==> src/include/bus_ready_pkg.sv <==
package bus_ready_pkg;
  // phase counter width; access phase programmable 1 to 32 cycles
  localparam int unsigned PHASE_W     = 6;
  localparam logic [5:0]  PHASE_ONE   = 6'h01;
  localparam logic [5:0]  PHASE_ZERO  = 6'h00;
  localparam logic [5:0]  ACC_MIN     = 6'h01;
  localparam logic [5:0]  ACC_MAX     = 6'h20;
  localparam int unsigned DATA_W      = 16;
  localparam int unsigned SYNC_STAGES = 2;
  // clock figures
  localparam int unsigned CLK_PERIOD_NS = 50;

  typedef enum logic [3:0]
  {
    ST_IDLE   = 4'h1,
    ST_ACCESS = 4'h2,
    ST_READY  = 4'h4,
    ST_END    = 4'h8
  } bus_state_t;
endpackage

==> src/ready_sync.sv <==
`timescale 1ns/1ns
`default_nettype none
// two-stage synchroniser for the asynchronous ready pin
module ready_sync
(
  // clock and reset
  input  wire logic clk,
  input  wire logic rst,
  // level in and synchronised level out
  input  wire logic level_in,
  output var  logic level_out
);
  logic meta_r;

  // first stage is read only by the second
  always_ff @(posedge clk)
  begin
    if (rst)
    begin
      meta_r    <= 1'b0;
      level_out <= 1'b0;
    end
    else
    begin
      meta_r    <= level_in;
      level_out <= meta_r;
    end
  end
endmodule
`default_nettype wire

==> src/bus_ready_ctrl.sv <==
`timescale 1ns/1ns
`default_nettype none
// How it works
// - external ready pin lengthens cycles; its active level is configurable
// - synchronous mode samples ready directly; partner drives it on clock
// - asynchronous mode adds a two-stage synchroniser, costing at least two waits
// - first sampling point follows the programmed access phase length
// - ready inactive at a sample adds one ready wait state
// - ready active at a sample ends the running cycle
// - async sampling point lies later by the synchroniser latency
// - ready ignored until mandatory access wait states have elapsed
// - read data captured on the strobe-ending edge, later changes ignored
module bus_ready_ctrl
  import bus_ready_pkg::*;
(
  // clock and reset
  input  wire logic                         clk,
  input  wire logic                         rst,
  // reference clock driven to the pins
  output var  logic                         reference_clock_output,
  // cycle request from the bus controller
  input  wire logic                         start,
  input  wire logic                         is_read,
  input  wire logic [bus_ready_pkg::PHASE_W-1:0] access_phase_length,
  input  wire logic                         ready_enable,
  input  wire logic                         ready_async,
  input  wire logic                         ready_active_high,
  // external pins
  input  wire logic                         ready_pin,
  input  wire logic [bus_ready_pkg::DATA_W-1:0]  data_pin,
  output var  logic                         strobe_n,
  // results to the bus controller
  output var  logic                         busy,
  output var  logic                         ready_wait_state,
  output var  logic                         cycle_done,
  output var  logic [bus_ready_pkg::DATA_W-1:0]  read_data
);
  import bus_ready_pkg::*;

  // hold count that delays the asynchronous sample by the synchroniser depth
  localparam logic [PHASE_W-1:0] SYNC_HOLD = PHASE_W'(SYNC_STAGES);

  bus_state_t               state_r;
  bus_state_t               state_nxt;
  logic [PHASE_W-1:0]       count_r;
  logic [PHASE_W-1:0]       count_nxt;
  logic                     async_r;
  logic                     renable_r;
  logic                     rpol_r;
  logic                     read_r;
  logic                     ready_synced;
  logic                     done_r;
  logic                     wait_r;
  logic [DATA_W-1:0]        rdata_r;

  // clamp the programmed access length into its legal span
  function automatic logic [PHASE_W-1:0] clamp_len(input logic [PHASE_W-1:0] l);
    if (l < ACC_MIN)
      return ACC_MIN;
    else if (l > ACC_MAX)
      return ACC_MAX;
    else
      return l;
  endfunction

  // extra synchroniser path for the asynchronous mode
  ready_sync u_sync
  (
    .clk       (clk),
    .rst       (rst),
    .level_in  (ready_pin),
    .level_out (ready_synced)
  );

  // decode: raw or synchronised sample, polarity applied
  wire ready_src  = async_r ? ready_synced : ready_pin;
  wire ready_act  = (ready_src == rpol_r);
  wire phase_last = (count_r == PHASE_ONE);
  wire in_access  = (state_r == ST_ACCESS);
  wire in_ready   = (state_r == ST_READY);
  wire ready_open = in_ready && (count_r == PHASE_ZERO);
  wire ready_hit  = ready_open && ready_act;
  wire end_now    = (in_access && phase_last && !renable_r)
                  || ready_hit;

  // next state
  always_comb
  begin
    state_nxt = state_r;
    count_nxt = count_r;
    case (state_r)
      ST_IDLE:
      begin
        if (start)
        begin
          state_nxt = ST_ACCESS;
          count_nxt = clamp_len(access_phase_length);
        end
      end
      ST_ACCESS:
      begin
        if (!phase_last)
          count_nxt = count_r - PHASE_ONE;
        else if (!renable_r)
          state_nxt = ST_END;
        else
        begin
          state_nxt = ST_READY;
          count_nxt = async_r ? SYNC_HOLD : PHASE_ZERO;
        end
      end
      ST_READY:
      begin
        // async mode waits out the synchroniser before the first real sample
        if (count_r != PHASE_ZERO)
          count_nxt = count_r - PHASE_ONE;
        else if (ready_act)
          state_nxt = ST_END;
        else
          state_nxt = ST_READY;
      end
      ST_END:
      begin
        state_nxt = ST_IDLE;
        count_nxt = PHASE_ZERO;
      end
      default:
      begin
        state_nxt = ST_IDLE;
        count_nxt = PHASE_ZERO;
      end
    endcase
  end

  // state, latched cycle options
  always_ff @(posedge clk)
  begin
    if (rst)
    begin
      state_r   <= ST_IDLE;
      count_r   <= PHASE_ZERO;
      async_r   <= 1'b0;
      renable_r <= 1'b0;
      rpol_r    <= 1'b0;
      read_r    <= 1'b0;
    end
    else
    begin
      state_r <= state_nxt;
      count_r <= count_nxt;
      if (state_r == ST_IDLE && start)
      begin
        async_r   <= ready_async;
        renable_r <= ready_enable;
        rpol_r    <= ready_active_high;
        read_r    <= is_read;
      end
    end
  end

  // status flags and read capture on the strobe-ending edge
  always_ff @(posedge clk)
  begin
    if (rst)
    begin
      done_r  <= 1'b0;
      wait_r  <= 1'b0;
      rdata_r <= '0;
    end
    else
    begin
      done_r <= end_now;
      wait_r <= in_ready && !ready_hit;
      if (end_now && read_r)
        rdata_r <= data_pin;
    end
  end

  // outputs; reference clock mirrors the system clock
  assign reference_clock_output = clk;
  assign strobe_n         = !(in_access || in_ready);
  assign busy             = (state_r != ST_IDLE);
  assign cycle_done       = done_r;
  assign ready_wait_state = wait_r;
  assign read_data        = rdata_r;

  // ready wait never follows a non-ready cycle
  no_rdy_wait_a: assert property (@(posedge clk) disable iff (rst)
    (in_access && phase_last && !renable_r) |=> (state_r == ST_END))
    else $error("cycle without ready control did not end");

  ready_end_a: assert property (@(posedge clk) disable iff (rst)
    ready_hit |=> (state_r == ST_END) && cycle_done)
    else $error("active ready did not end the cycle");

  not_ready_a: assert property (@(posedge clk) disable iff (rst)
    (ready_open && !ready_act) |=> (in_ready && ready_wait_state))
    else $error("inactive ready did not add a wait state");

  access_len_a: assert property (@(posedge clk) disable iff (rst)
    (state_r == ST_IDLE && start && access_phase_length == 6'h03)
    |=> in_access [*3] ##1 !in_access)
    else $error("access phase length wrong");

  no_early_end_a: assert property (@(posedge clk) disable iff (rst)
    (in_access && !phase_last) |=> !cycle_done && !(state_r == ST_END))
    else $error("cycle ended inside access phase");

  read_cap_a: assert property (@(posedge clk) disable iff (rst)
    (end_now && read_r) |=> (read_data == $past(data_pin)))
    else $error("read data not captured at cycle end");

  async_lat_a: assert property (@(posedge clk) disable iff (rst)
    (in_ready && async_r && $rose(ready_synced) && rpol_r)
    |-> $past(ready_pin, 2))
    else $error("async ready path latency wrong");

  polarity_a: assert property (@(posedge clk) disable iff (rst)
    (in_ready && !async_r && (ready_pin != rpol_r)) |=> in_ready)
    else $error("ready polarity not honoured");

  async_wait_a: assert property (@(posedge clk) disable iff (rst)
    ($rose(in_ready) && async_r) |=> in_ready [*2])
    else $error("async ready cycle ended without wait states");
endmodule
`default_nettype wire

==> config.mk <==
export PLATFORM = sky130hd
export DESIGN_NAME = bus_ready_ctrl
export DESIGN_NICKNAME = d
export VERILOG_FILES = /design/src/include/bus_ready_pkg.sv /design/src/ready_sync.sv /design/src/bus_ready_ctrl.sv
export SDC_FILE = /design/constraint.sdc
export NUM_CORES = 1
export LEC_CHECK = 0
export BUFFER_PORTS_ARGS = -buffer_cell sky130_fd_sc_hd__buf_2
export CAP_MARGIN = 25
export CORE_ASPECT_RATIO = 1.25
export CORE_MARGIN = 3
export CORE_UTILIZATION = 45
export CTS_CLUSTER_SIZE = 28
export DETAILED_ROUTE_END_ITERATION = 10
export PLACE_DENSITY_LB_ADDON = 0.1
export SETUP_SLACK_MARGIN = 0.1
export SYNTH_ARGS = -nofsm -noshare
export SYNTH_HDL_FRONTEND = slang
export SYNTH_SLANG_ARGS = --single-unit
==> constraint.sdc <==
create_clock -name clk -period 3.23 [get_ports clk]
set_input_delay 0.323 -clock clk [delete_from_list [all_inputs] [get_ports clk]]
set_output_delay 0.323 -clock clk [all_outputs]
set_load 0.01 [all_outputs]
==> impl_results.md <==
- Syn Area/Cell: 9.84 um^2
- Fraction of registers with async set/reset: 0
- Post-Synthesis Cells: 162
- Initial antenna violation count: 0
- Fillcell total: 298
- Share of cells above drive strength 1: 0.318
- Via count: 1358
- Power Density: 533 nW/um^2
- Worst Tran Pin Value: 0.622 ns
- ANT nets after route: 0
- GR Util All Layers: 0.176
- R2R setup slack: 1.04 ns
- Slew Viols, Final: 0
- First-pass GRT wire length: 5.71 mm
- Synth Net Count: 195
- Die height: 72.5 um
- Largest net degree at the start of global routing: 33
- Die width: 59.2 um
- Vias per inst: 5.35
- Most frequent CP cell: clkbuf_8
- Synth unique cells: 40
- Area Overhead vs Synth: 25.8%
- Total of max-cap violations: 0
- Crit path max fanout: 2
- Post-synthesis sequential area ratio: 0.427
- Clk_lat worst skew: 0.38 ns
- Post-synth top flop: dfxtp_1
- Synth Register Bits: 34
- Row count: 23
- Yosys warnings: 0
- Hold_sp: data_pin[12]
- Maximum vdd ir drop: 0.402 mV
- Iter 0 DRT Violations: 59
- Post-Syn Area: 1590 um^2
- Final Skew: 0.00277 ns
- Most frequent cell after synthesis: dfxtp_1
- Routed WL: 3.52 mm
- Setup Total Neg Slack: 0 ns
- Critical Path AT: 1.97 ns
- Commonest cells post-synth: dfxtp_1, nor2_1, mux2i_1
- Final hold slack: 0.173 ns
- DR WL/cell: 13.9 um
- Slew margin rel.: 0.585
- Routability congestion estimate: 0.890
- R2r startpoint: count_r[2]
- Crit end category: output pin
- Port Buffers: 50
- Grt ovf: 0
- PostCTS Resize Cnt: 0
- Run status: finished clean
- # setup viols final: 0
- DR DRC count: 0
- Cell taking the most area after synthesis: dfxtp_1
- Hpwl dp: 2.58 mm
- Post-synth EDFFs: 0
- Setup Buffers After CTS: 0
- Register area: 681 um^2
- Unrepaired setup endpoints after global routing: no
- CTS tree: done
- Fin. Hold Viols: 0
- Clk pin slew, worst setup/hold paths: 0.06 ns
- Cells along the critical path: clkbuf_8 > clkbuf_8 > buf_2
- Startpoint types: clock port
- Req. time, crit path: 2.91 ns
- Worst Setup SP: clk
- Area of the multi-input gates: 837 um^2
- Worst hold path class: in -> reg
- Core Util, Final: 0.606
- Vias in the first global route: 1315
- Crit Path Category: clk -> out
- Antenna cell count: 0
- Total power: 1070 uW
- Final Net Count: 250
- Full die area: 4300 um^2
- Critical-path top delay cell: buf_2
- Synth top area share: 0.427
- Drt pass-1 iters: 4
- Hold_buf cts: 0
- Pleak: 0.000825 uW
- Initial core utilization: 0.482
- CP peak stage delay: 0.13 ns
- Core ar.: 3310 um^2
- # IOs: 51
- Largest cells by area after synthesis: dfxtp_1, mux2i_1, nor2_1
-- sequential cells by signal, indices dropped and copies added (netlist names) --
register,cells
read_data,16
count_r,6
state_r,4
async_r,1
cycle_done,1
read_r,1
ready_wait_state,1
renable_r,1
rpol_r,1
u_sync.level_out,1
u_sync.meta_r,1
-- worst max-delay path, delay by kind of cell --
family | cells | cell delay (ns)
buf+inv | 3 | 0.36
-- per-stage QoR --
stage	area [um^2]	setup WS [ns]	instances
final	2010	0.934	254
after global routing	2010	0.893	254
after CTS	2010	0.926	254
after detailed placement	1850	1.04	244
after global placement	1850	1.15	244
after floorplan	1590	1.17	162
-- layout by cell type, fill, tap and decap left out, types with 2 or more instances in the layout --
cell	count
dfxtp_1	34
clkbuf_8	9
a21oi_1	7
buf_2	50
a221oi_1	2
o32ai_1	6
inv_1	8
nor4b_2	2
xnor2_1	5
nor3_1	2
o21a_1	2
a22oi_1	3
a31o_1	2
nor2_1	22
mux2i_1	17
nand3_1	7
or3_1	2
ha_1	3
nor3b_1	2
nor2b_1	2
nand2_1	10
-- per-layer routing --
layer / routed length (um) / up-vias / GRT usage
li1: - / 691 / -
met4: 48 / 0 / 0.0756
met1: 1510 / 611 / 0.214
met5: 0 / - / 0
met2: 1740 / 50 / 0.277
met3: 221 / 6 / 0.0605
-- worst paths after layout --
path / end / cells past startpoint
worst max-delay path: reference_clock_output / 3
worst min-delay path: read_data[12] / 3
worst max register to register: read_data[15] / 5
worst min register to register: u_sync.level_out / 1
-- cell families (layout without fill, tap and decap cells) --
| group | Yosys count | after routing | share of synthesized area |
|---|---|---|---|
| AOI/OAI and AO/OA | 28 | 28 | 0.142 |
| xor gates and xnor gates | 6 | 6 | 0.0330 |
| adders and majority gates | 3 | 3 | 0.0236 |
| buffers and inverters | 14 | 69 | 0.0479 |
| DFF | 34 | 34 | 0.427 |
| muxes | 17 | 17 | 0.107 |
| and+or+nand+nor | 60 | 60 | 0.220 |
-- final cells by class --
class	count	share of cell area
multi-input combinational	114	0.417
clock buffer	10	0.0643
tap	37	0.0231
timing repair buffer	50	0.126
sequential	34	0.339
clock inverter	1	0.0150
inverter	8	0.0150
-- report_power, final --
group          switching, uW  internal, uW  total [uW]  leakage (uW)
combinational           62.8          54.6         117      0.000467
clock                    172           334         507     0.0000828
sequential              14.1           430         444      0.000276
total                    249           819        1070      0.000825
Note: power is estimated with default switching activity, not from simulation.
